**src/hw/timer_pkg.sv**
```systemverilog
package timer_pkg;

    localparam int ADDR_W = 4;
    localparam int DATA_W = 8;
    localparam int PWM_W = 10;
    localparam int PRESCALE_W = 14;
    localparam int NUM_TAPS = 15;

    // register offsets
    localparam logic [3:0] OFF_LOW_CTRL = 4'h0;
    localparam logic [3:0] OFF_LOW_DATA = 4'h1;
    localparam logic [3:0] OFF_LOW_CNT = 4'h2;
    localparam logic [3:0] OFF_HIGH_CTRL = 4'h3;
    localparam logic [3:0] OFF_HIGH_DATA = 4'h4;
    localparam logic [3:0] OFF_HIGH_CNT = 4'h5;
    localparam logic [3:0] OFF_DUTY_A = 4'h6;
    localparam logic [3:0] OFF_DUTY_B = 4'h7;
    localparam logic [3:0] OFF_DUTY_C = 4'h8;
    localparam logic [3:0] OFF_STATUS = 4'h9;

    // low_timer_control fields
    localparam int LC_CLK_LSB = 0;
    localparam int LC_CAP_BIT = 3;
    localparam int LC_CLR_BIT = 4;
    // high_timer_control fields
    localparam int HC_CLK_LSB = 0;
    localparam int HC_CLR_BIT = 4;
    localparam int HC_CAP_BIT = 5;
    localparam int HC_PWM_BIT = 6;
    localparam int HC_CASCADE_BIT = 7;
    // status fields
    localparam int ST_LOW_FLAG = 0;
    localparam int ST_HIGH_FLAG = 1;
    localparam int ST_MODE_LSB = 2;
    localparam int ST_EC_BIT = 7;

    // reset values
    localparam logic [7:0] LOW_CTRL_RST = 8'h00;
    localparam logic [7:0] HIGH_CTRL_RST = 8'h00;
    localparam logic [7:0] DATA_RST = 8'hff;
    localparam logic [7:0] DUTY_RST = 8'h00;

    // clock select codes
    localparam logic [2:0] LOW_SEL_EXT = 3'h7;
    localparam logic [3:0] HIGH_SEL_LOW_CLK = 4'hf;

    typedef enum logic [4:0] {
        MODE_DUAL8 = 5'h01,
        MODE_CAP8 = 5'h02,
        MODE_T16 = 5'h04,
        MODE_CAP16 = 5'h08,
        MODE_PWM10 = 5'h10
    } timer_mode_t;

endpackage : timer_pkg

```
**src/hw/clk_prescaler.sv**
```systemverilog
`timescale 1ns/10ps
module clk_prescaler (
    // clock and reset
    input wire logic ref_clk,
    input wire logic rst,
    // tap k pulses once every 2**k cycles
    output logic [timer_pkg::NUM_TAPS-1:0] tap_tick
);
    import timer_pkg::*;

    logic [PRESCALE_W-1:0] div_r;

    always_ff @(posedge ref_clk or posedge rst) begin
        if (rst) begin
            div_r <= '0;
        end else begin
            div_r <= div_r + 1'b1;
        end
    end

    assign tap_tick[0] = 1'b1;

    genvar k;
    generate
        for (k = 1; k < NUM_TAPS; k++) begin : g_tap
            assign tap_tick[k] = &div_r[k-1:0];
        end
    endgenerate

endmodule : clk_prescaler

```
**src/hw/dual_8bit_cascadable_timer.sv**
```systemverilog
// Our own choices: strobed register access and the address map.
`timescale 1ns/10ps
// Overview of operation
// - two counters run as two 8-bit timers or one 16-bit timer
// - mode comes from cascade, both capture bits and pwm enable
// - low counter clocks from /2../2048 prescale or external pin
// - high counter clocks from /1../16384 prescale or low clock
// - external pin reaches the high counter only through the low clock
// - external clock counts on rising edges, synchronised first
// - dual mode: each counter matching its data raises its interrupt
// - dual timer mode: each output pin toggles on its match
// - 16-bit mode counts up from zero to data, then clears
// - 16-bit match raises only the low interrupt
// - low timer is the low byte, high timer the high byte
// - 16-bit mode counts on the low timer's selected clock
// - capture mode copies counter on its capture input event
// - 16-bit timer mode: low output shows the compare result
// - pwm mode drives six outputs as three complementary pairs
// - a match clears the counter, in capture mode too
// - capture mode: data reads give capture, writes update compare
// - capture mode: no toggling waveform on the output pins
module dual_8bit_cascadable_timer (
    // clock and reset
    input wire logic ref_clk,
    input wire logic rst,
    // register port
    input wire logic [timer_pkg::ADDR_W-1:0] reg_addr,
    input wire logic [timer_pkg::DATA_W-1:0] reg_wr_data,
    input wire logic reg_wr,
    input wire logic reg_rd,
    output logic [timer_pkg::DATA_W-1:0] reg_rd_data,
    // pins
    input wire logic external_count_clock,
    input wire logic low_capture_event_in,
    input wire logic high_capture_event_in,
    output logic low_match_output,
    output logic high_match_output,
    // interrupt pulses
    output logic low_match_irq,
    output logic high_match_irq,
    // pwm channels
    output logic pwm_ch_a_true,
    output logic pwm_ch_a_comp,
    output logic pwm_ch_b_true,
    output logic pwm_ch_b_comp,
    output logic pwm_ch_c_true,
    output logic pwm_ch_c_comp
);
    import timer_pkg::*;

    function automatic timer_mode_t decode_mode(input logic cascade,
            input logic lcap, input logic hcap, input logic pwm);
        timer_mode_t m;
        m = MODE_DUAL8;
        if (cascade) begin
            m = (lcap && hcap) ? MODE_CAP16 : MODE_T16;
        end else if (pwm) begin
            m = MODE_PWM10;
        end else if (lcap && hcap) begin
            m = MODE_CAP8;
        end
        return m;
    endfunction : decode_mode

    // register state
    logic [7:0] low_ctrl_r;
    logic [7:0] high_ctrl_r;
    logic [7:0] low_compare_data;
    logic [7:0] high_compare_data;
    logic [7:0] low_capture_value;
    logic [7:0] high_capture_value;
    logic [7:0] duty_a_r;
    logic [7:0] duty_b_r;
    logic [7:0] duty_c_r;
    logic low_flag_r;
    logic high_flag_r;
    logic [7:0] low_counter;
    logic [7:0] high_counter;
    logic [7:0] low_cnt_nxt;
    logic [7:0] high_cnt_nxt;
    logic [PWM_W-1:0] pwm_cnt_r;
    logic [7:0] rd_data_r;

    // pin sampling
    logic ec_sync1_r;
    logic ec_sync2_r;
    logic ec_prev_r;
    logic low_ev_prev_r;
    logic high_ev_prev_r;

    // output flops
    logic low_out_r;
    logic high_out_r;
    logic low_irq_r;
    logic high_irq_r;
    logic [5:0] pwm_out_r;

    logic [NUM_TAPS-1:0] tap_tick;

    clk_prescaler u_prescaler (
        .ref_clk(ref_clk),
        .rst(rst),
        .tap_tick(tap_tick)
    );

    // control field decode
    wire [2:0] low_clock_select = low_ctrl_r[LC_CLK_LSB +: 3];
    wire low_capture_mode_sel = low_ctrl_r[LC_CAP_BIT];
    wire [3:0] high_clock_select = high_ctrl_r[HC_CLK_LSB +: 4];
    wire high_capture_mode_sel = high_ctrl_r[HC_CAP_BIT];
    wire pwm_mode_enable = high_ctrl_r[HC_PWM_BIT];
    wire cascade_enable = high_ctrl_r[HC_CASCADE_BIT];

    timer_mode_t mode;
    assign mode = decode_mode(cascade_enable, low_capture_mode_sel,
                              high_capture_mode_sel, pwm_mode_enable);
    wire is_wide = (mode == MODE_T16) || (mode == MODE_CAP16);
    wire is_cap = (mode == MODE_CAP8) || (mode == MODE_CAP16);

    wire ec_rise = ec_sync2_r & ~ec_prev_r;

    logic low_tick;
    always_comb begin
        case (low_clock_select)
            3'h0: low_tick = tap_tick[11];
            3'h1: low_tick = tap_tick[9];
            3'h2: low_tick = tap_tick[7];
            3'h3: low_tick = tap_tick[5];
            3'h4: low_tick = tap_tick[3];
            3'h5: low_tick = tap_tick[2];
            3'h6: low_tick = tap_tick[1];
            default: low_tick = ec_rise;
        endcase
    end

    // high clock: prescale taps or the low clock
    // external pin reaches this mux only through the low clock
    // all-ones code shares the low clock
    wire high_tick = (high_clock_select == HIGH_SEL_LOW_CLK) ? low_tick :
                     tap_tick[high_clock_select];

    // low byte from low timer, high byte from high timer
    wire [15:0] cnt16 = {high_counter, low_counter};
    wire [15:0] data16 = {high_compare_data, low_compare_data};
    wire wide_eq = (cnt16 == data16);
    wire low_eq = (low_counter == low_compare_data);
    wire high_eq = (high_counter == high_compare_data);

    // register strobes
    wire wr_low_ctrl = reg_wr && (reg_addr == OFF_LOW_CTRL);
    wire wr_high_ctrl = reg_wr && (reg_addr == OFF_HIGH_CTRL);
    wire wr_status = reg_wr && (reg_addr == OFF_STATUS);
    wire low_clr = wr_low_ctrl && reg_wr_data[LC_CLR_BIT];
    wire high_clr = wr_high_ctrl && reg_wr_data[HC_CLR_BIT];

    // counter advance and match
    logic low_match;
    logic high_match;
    always_comb begin
        low_cnt_nxt = low_counter;
        high_cnt_nxt = high_counter;
        low_match = 1'b0;
        high_match = 1'b0;
        if (is_wide) begin
            // combined counter steps on the low clock
            if (low_tick) begin
                if (wide_eq) begin
                    {high_cnt_nxt, low_cnt_nxt} = 16'h0000;
                    low_match = 1'b1;
                end else begin
                    {high_cnt_nxt, low_cnt_nxt} = cnt16 + 16'h0001;
                end
            end
            if (low_clr || high_clr) begin
                {high_cnt_nxt, low_cnt_nxt} = 16'h0000;
            end
        end else begin
            if (low_tick) begin
                if (low_eq) begin
                    low_cnt_nxt = 8'h00;
                    low_match = 1'b1;
                end else begin
                    low_cnt_nxt = low_counter + 8'h01;
                end
            end
            if (high_tick && (mode != MODE_PWM10)) begin
                if (high_eq) begin
                    high_cnt_nxt = 8'h00;
                    high_match = 1'b1;
                end else begin
                    high_cnt_nxt = high_counter + 8'h01;
                end
            end
            if (low_clr) begin
                low_cnt_nxt = 8'h00;
            end
            if (high_clr) begin
                high_cnt_nxt = 8'h00;
            end
        end
    end

    // pwm period end
    wire pwm_wrap = (mode == MODE_PWM10) && high_tick && (&pwm_cnt_r);

    // capture edges
    wire low_cap_ev = low_capture_event_in & ~low_ev_prev_r;
    wire high_cap_ev = high_capture_event_in & ~high_ev_prev_r;

    // read mux
    logic [7:0] rd_mux;
    always_comb begin
        case (reg_addr)
            OFF_LOW_CTRL: rd_mux = low_ctrl_r & 8'h0f;
            // capture mode reads the captured value
            OFF_LOW_DATA: rd_mux = is_cap ? low_capture_value :
                                   low_compare_data;
            OFF_LOW_CNT: rd_mux = low_counter;
            OFF_HIGH_CTRL: rd_mux = high_ctrl_r & 8'hef;
            OFF_HIGH_DATA: rd_mux = is_cap ? high_capture_value :
                                    high_compare_data;
            OFF_HIGH_CNT: rd_mux = high_counter;
            OFF_DUTY_A: rd_mux = duty_a_r;
            OFF_DUTY_B: rd_mux = duty_b_r;
            OFF_DUTY_C: rd_mux = duty_c_r;
            OFF_STATUS: rd_mux = {ec_sync2_r, mode, high_flag_r, low_flag_r};
            default: rd_mux = 8'h00;
        endcase
    end

    // register writes
    // reset selects dual 8-bit mode
    always_ff @(posedge ref_clk or posedge rst) begin
        if (rst) begin
            low_ctrl_r <= LOW_CTRL_RST;
            high_ctrl_r <= HIGH_CTRL_RST;
            low_compare_data <= DATA_RST;
            high_compare_data <= DATA_RST;
            duty_a_r <= DUTY_RST;
            duty_b_r <= DUTY_RST;
            duty_c_r <= DUTY_RST;
        end else if (reg_wr) begin
            case (reg_addr)
                OFF_LOW_CTRL: low_ctrl_r <= reg_wr_data & 8'h0f;
                OFF_LOW_DATA: low_compare_data <= reg_wr_data;
                OFF_HIGH_CTRL: high_ctrl_r <= reg_wr_data & 8'hef;
                OFF_HIGH_DATA: high_compare_data <= reg_wr_data;
                OFF_DUTY_A: duty_a_r <= reg_wr_data;
                OFF_DUTY_B: duty_b_r <= reg_wr_data;
                OFF_DUTY_C: duty_c_r <= reg_wr_data;
                default: ;
            endcase
        end
    end

    // sticky match flags, set beats clear
    wire low_set = low_match;
    wire high_set = high_match || pwm_wrap;
    always_ff @(posedge ref_clk or posedge rst) begin
        if (rst) begin
            low_flag_r <= 1'b0;
            high_flag_r <= 1'b0;
        end else begin
            low_flag_r <= low_set ||
                (low_flag_r && !(wr_status && reg_wr_data[ST_LOW_FLAG]));
            high_flag_r <= high_set ||
                (high_flag_r && !(wr_status && reg_wr_data[ST_HIGH_FLAG]));
        end
    end

    // counters
    // counters cleared at reset
    always_ff @(posedge ref_clk or posedge rst) begin
        if (rst) begin
            low_counter <= 8'h00;
            high_counter <= 8'h00;
        end else begin
            low_counter <= low_cnt_nxt;
            high_counter <= high_cnt_nxt;
        end
    end

    always_ff @(posedge ref_clk or posedge rst) begin
        if (rst) begin
            ec_sync1_r <= 1'b0;
            ec_sync2_r <= 1'b0;
            ec_prev_r <= 1'b0;
            low_ev_prev_r <= 1'b0;
            high_ev_prev_r <= 1'b0;
        end else begin
            ec_sync1_r <= external_count_clock;
            ec_sync2_r <= ec_sync1_r;
            ec_prev_r <= ec_sync2_r;
            low_ev_prev_r <= low_capture_event_in;
            high_ev_prev_r <= high_capture_event_in;
        end
    end

    always_ff @(posedge ref_clk or posedge rst) begin
        if (rst) begin
            low_capture_value <= 8'h00;
            high_capture_value <= 8'h00;
        end else if (mode == MODE_CAP16) begin
            if (low_cap_ev) begin
                low_capture_value <= low_counter;
                high_capture_value <= high_counter;
            end
        end else if (mode == MODE_CAP8) begin
            if (low_cap_ev) begin
                low_capture_value <= low_counter;
            end
            if (high_cap_ev) begin
                high_capture_value <= high_counter;
            end
        end
    end

    // match outputs and interrupts
    always_ff @(posedge ref_clk or posedge rst) begin
        if (rst) begin
            low_out_r <= 1'b0;
            high_out_r <= 1'b0;
            low_irq_r <= 1'b0;
            high_irq_r <= 1'b0;
        end else begin
            // wide mode uses only the low interrupt
            low_irq_r <= low_match;
            high_irq_r <= high_match || pwm_wrap;
            if (mode == MODE_DUAL8) begin
                if (low_match) begin
                    low_out_r <= ~low_out_r;
                end
                if (high_match) begin
                    high_out_r <= ~high_out_r;
                end
            end else if (mode == MODE_T16) begin
                low_out_r <= wide_eq;
                high_out_r <= 1'b0;
            end else begin
                // no waveform in capture or pwm mode
                low_out_r <= 1'b0;
                high_out_r <= 1'b0;
            end
        end
    end

    // 10-bit pwm with three complementary pairs
    wire ch_a = pwm_cnt_r < {duty_a_r, 2'b00};
    wire ch_b = pwm_cnt_r < {duty_b_r, 2'b00};
    wire ch_c = pwm_cnt_r < {duty_c_r, 2'b00};
    always_ff @(posedge ref_clk or posedge rst) begin
        if (rst) begin
            pwm_cnt_r <= '0;
            pwm_out_r <= 6'h00;
        end else if (mode == MODE_PWM10) begin
            if (high_tick) begin
                pwm_cnt_r <= pwm_cnt_r + 1'b1;
            end
            pwm_out_r <= {~ch_c, ch_c, ~ch_b, ch_b, ~ch_a, ch_a};
        end else begin
            pwm_cnt_r <= '0;
            pwm_out_r <= 6'h00;
        end
    end

    // read data valid one cycle after the strobe only
    always_ff @(posedge ref_clk or posedge rst) begin
        if (rst) begin
            rd_data_r <= 8'h00;
        end else begin
            rd_data_r <= reg_rd ? rd_mux : 8'h00;
        end
    end

    assign reg_rd_data = rd_data_r;
    assign low_match_output = low_out_r;
    assign high_match_output = high_out_r;
    assign low_match_irq = low_irq_r;
    assign high_match_irq = high_irq_r;
    assign pwm_ch_a_true = pwm_out_r[0];
    assign pwm_ch_a_comp = pwm_out_r[1];
    assign pwm_ch_b_true = pwm_out_r[2];
    assign pwm_ch_b_comp = pwm_out_r[3];
    assign pwm_ch_c_true = pwm_out_r[4];
    assign pwm_ch_c_comp = pwm_out_r[5];

endmodule : dual_8bit_cascadable_timer

```
**config.mk**
```make
export PLATFORM = sky130hd
export DESIGN_NAME = dual_8bit_cascadable_timer
export DESIGN_NICKNAME = d
export VERILOG_FILES = /design/src/hw/timer_pkg.sv /design/src/hw/clk_prescaler.sv /design/src/hw/dual_8bit_cascadable_timer.sv
export SDC_FILE = /design/constraint.sdc
export NUM_CORES = 1
export LEC_CHECK = 0
export BUFFER_PORTS_ARGS = -buffer_cell sky130_fd_sc_hd__buf_2
export CORE_AREA = 2 2 134 136
export CTS_CLUSTER_SIZE = 40
export DETAILED_ROUTE_END_ITERATION = 12
export DIE_AREA = 0 0 136 138
export SLEW_MARGIN = 20
export SYNTH_ARGS = -nofsm -noshare
export SYNTH_HDL_FRONTEND = slang
export SYNTH_SLANG_ARGS = --single-unit
```
**constraint.sdc**
```tcl
create_clock -name ref_clk -period 4.9 [get_ports ref_clk]
set_clock_uncertainty 0.05 [all_clocks]
set_input_delay 0.49 -clock ref_clk [delete_from_list [all_inputs] [get_ports ref_clk]]
set_output_delay 0.49 -clock ref_clk [all_outputs]
set_load 0.01 [all_outputs]
```
==> results_dict.tcl <==
set metrics [dict create \
    status "completed" \
    cp-end-kind "flop" \
    synthTopCellsByArea "dfrtp_1 40%, mux2_2 9.3%, dfstp_2 5.8%" \
    dpl.hpwl_um 14080 \
    cts.sink_count 132 \
    synth_enable_flop_cells 0 \
    maxCapViolations 0 \
    grt_usage_pct 22.37 \
    drtIter0Drc 540 \
    synthCells 706 \
    firstDrtPassIters 5 \
    crit_arrival_ns 3.42 \
    hold_path_class "input pin to flop" \
    placed_area_mm2 0.007626 \
    grt_max_degree 106 \
    final_area_mm2 0.008210 \
    core_area_mm2 0.01753 \
    avgSynthCellArea_um2 10.31 \
    nets 781 \
    ys_ff_latch 132 \
    setup_viol 0 \
    grt_pass1_vias 5580 \
    viasPerCell 5.748 \
    io_buffers 36 \
    finalHoldViolations 0 \
    p_per_area_mw_per_mm2 426.7 \
    ys_seq_area_share_pct 45.64 \
    dieHeight_um 138 \
    worstPathRequired_ns 5.14 \
    clockBufferDepth 2 \
    clk_latency_ns 0.43 \
    syn-cell-area_mm2 0.007281 \
    max_freq_ghz 0.3142 \
    synthDistinctLibCells 78 \
    rsz0062_at_grt "no" \
    comb_power_share_pct 20.6 \
    layout_common_cells "116 x dfrtp_1, 61 x nand2_1, 60 x mux2_2" \
    io_pins 37 \
    fillCellCount 1692 \
    fin_tns_setup_ns 0 \
    fin_crit_sh_pct 64.95 \
    die_w_um 136 \
    p_sw_share_pct 32.88 \
    syn_nets 753 \
    ys_warn_count 0 \
    final_common_cell "dfrtp_1" \
    cp_max_fo 10 \
    routedWlPerCell_um 20.49 \
    htreeDepth 4 \
    routabilityCongestion 0.9410 \
    cts_setup_buffers 0 \
    leakagePower_nw 3.656 \
    syn_to_final_growth_pct 12.77 \
    p_int_mw 2.352 \
    cts_made_buffers 17 \
    seqPwrFrac_pct 43.5 \
    maxSlewViolCount 0 \
    worstMarginPinSlew_ns 0.9506 \
    row_count 49 \
    yosysTopAreaCell "dfrtp_1" \
    yosys.area.top_type_share_pct 39.87 \
    timing.slew.headroom_pct 36.62 \
    hold_buffers 0 \
    ant_nets 0 \
    grt_overflow 0 \
    cts_tree "yes" \
    synthArstFlopShare_pct 100.0 \
    p_clk_share_pct 35.9 \
    critPathKind "flop to flop" \
    post-route-util_pct 46.82 \
    p_sw_mw 1.152 \
    critical_path.startpoint_type "flop" \
    vias 5622 \
    ir_worst_vdd_mv 0.2869 \
    antenna_found_initial 2 \
    start_util_pct 41.52 \
    drive_above_1_share_pct 21.95 \
    min_period_ns 3.183 \
    route.detailed.drc 0 \
    synthFlopType "dfrtp_1" \
    wirelength_um 20040 \
    dieArea_mm2 0.01877 \
    cts_root_buf "clkbuf_16" \
    grt_first_pass_wirelength_um 32000 \
    cts_resized 0 \
    path_clk_slew_ns 0.06 \
]
-- Yosys cell counts (all sizes together), types with 6 or more instances --
| master | count |
|---|---|
| buf | 11 |
| mux2i | 15 |
| mux2 | 61 |
| a21oi | 38 |
| nand2b | 12 |
| a31oi | 7 |
| o21ai | 27 |
| nand2 | 62 |
| and3 | 12 |
| o22ai | 8 |
| ha | 28 |
| nor3 | 14 |
| a211oi | 7 |
| inv | 36 |
| xor2 | 28 |
| dfrtp | 116 |
| nor2b | 7 |
| nand4 | 8 |
| dfstp | 16 |
| clkbuf | 18 |
| a21o | 9 |
| nor4 | 9 |
| nand3 | 21 |
| nor2 | 50 |
| o21a | 6 |
-- critical path: stages, from the launching register on --
cell and delay (ns):
dfrtp_1 0.44, ha_1 0.34, and3_4 0.24, nand2_4 0.09, clkinv_4 0.06, ha_1 0.19
nor4bb_1 0.14, a31o_1 0.23, a211oi_4 0.45, o21a_1 0.38, nand2b_1 0.31, o22ai_1 0.13
-- through the flow --
step	setup WS [ns]	power [mW]	instances	hold slack [ns]
5_1_grt	1.484	3.678	976	0.1137
4_1_cts	1.728	3.509	976	0.1144
2_1_floorplan	0.8604	2.009	706	0.2812
6_report	1.717	3.504	978	0.1206
3_5_place_dp	1.755	2.245	944	0.2858
3_3_place_gp	1.845	2.224	944	0.2875
-- worst paths after layout --
check | endpoint | from | depth (start not counted) | slack (ns)
min in group asynchronous | ec_sync1_r | rst | 2 | 0.24
hold reg to reg | ec_sync2_r | ec_sync1_r | 0 | 0.30
hold / removal | ec_sync1_r | external_count_clock | 1 | 0.12
max in group asynchronous | high_compare_data[5] | rst | 3 | 3.55
setup reg to reg | low_counter[7] | u_prescaler.div_r[0] | 11 | 1.72
setup / recovery | low_counter[7] | u_prescaler.div_r[0] | 11 | 1.72
-- power groups by stage --
stage | clock network [mW] | logic, mW | registers, mW
after global routing | 1.33 | 0.808 | 1.54
after floorplan | 0 | 0.600 | 1.41
after global placement | 0 | 0.693 | 1.53
after CTS | 1.27 | 0.718 | 1.52
after detailed placement | 0 | 0.709 | 1.54
final | 1.26 | 0.722 | 1.52
-- per-layer routing --
metal / share of wire (%) / vias to the layer above / global-route usage [%]
li1: - / 2615 / -
met4: 2.5 / 0 / 6.140
met3: 5.5 / 36 / 5.354
met1: 45 / 2784 / 31.01
met5: 0 / - / 0
met2: 47 / 187 / 35.07
-- final cells by class --
class / instances / area [um^2] / share of cell area, %
flip-flops and latches: 132 / 3323 / 40.48
inverters: 37 / 148.9 / 1.813
well taps: 229 / 286.5 / 3.490
multi-input cells: 508 / 3672 / 44.73
clock buffers: 20 / 446.7 / 5.440
diodes: 2 / 5.005 / 0.06096
clock inverters: 12 / 132.6 / 1.615
repair buffers: 38 / 195.2 / 2.377
-- registers in the layout, indices dropped and copies added, names as in the netlist, 4 cells and up --
name	cells
high_counter	8
high_capture_value	8
low_ctrl_r	4
low_compare_data	8
low_capture_value	8
duty_a_r	8
duty_b_r	8
high_ctrl_r	7
high_compare_data	8
duty_c_r	8
pwm_out_r	6
u_prescaler.div_r	14
low_counter	8
reg_rd_data	8
pwm_cnt_r	10
-- kinds of logic after synthesis --
kind of cell | Yosys count | share of synthesized area (%)
multiplexers | 76 | 11.50
adder cells (fa/ha/maj) | 28 | 4.812
XOR/XNOR | 33 | 3.970
buffers and inverters | 66 | 3.918
AO/OA/AOI/OAI | 154 | 14.93
flip-flops | 132 | 45.64
AND/OR/NAND/NOR | 217 | 15.23
Note: power is estimated with default switching activity, not from simulation.
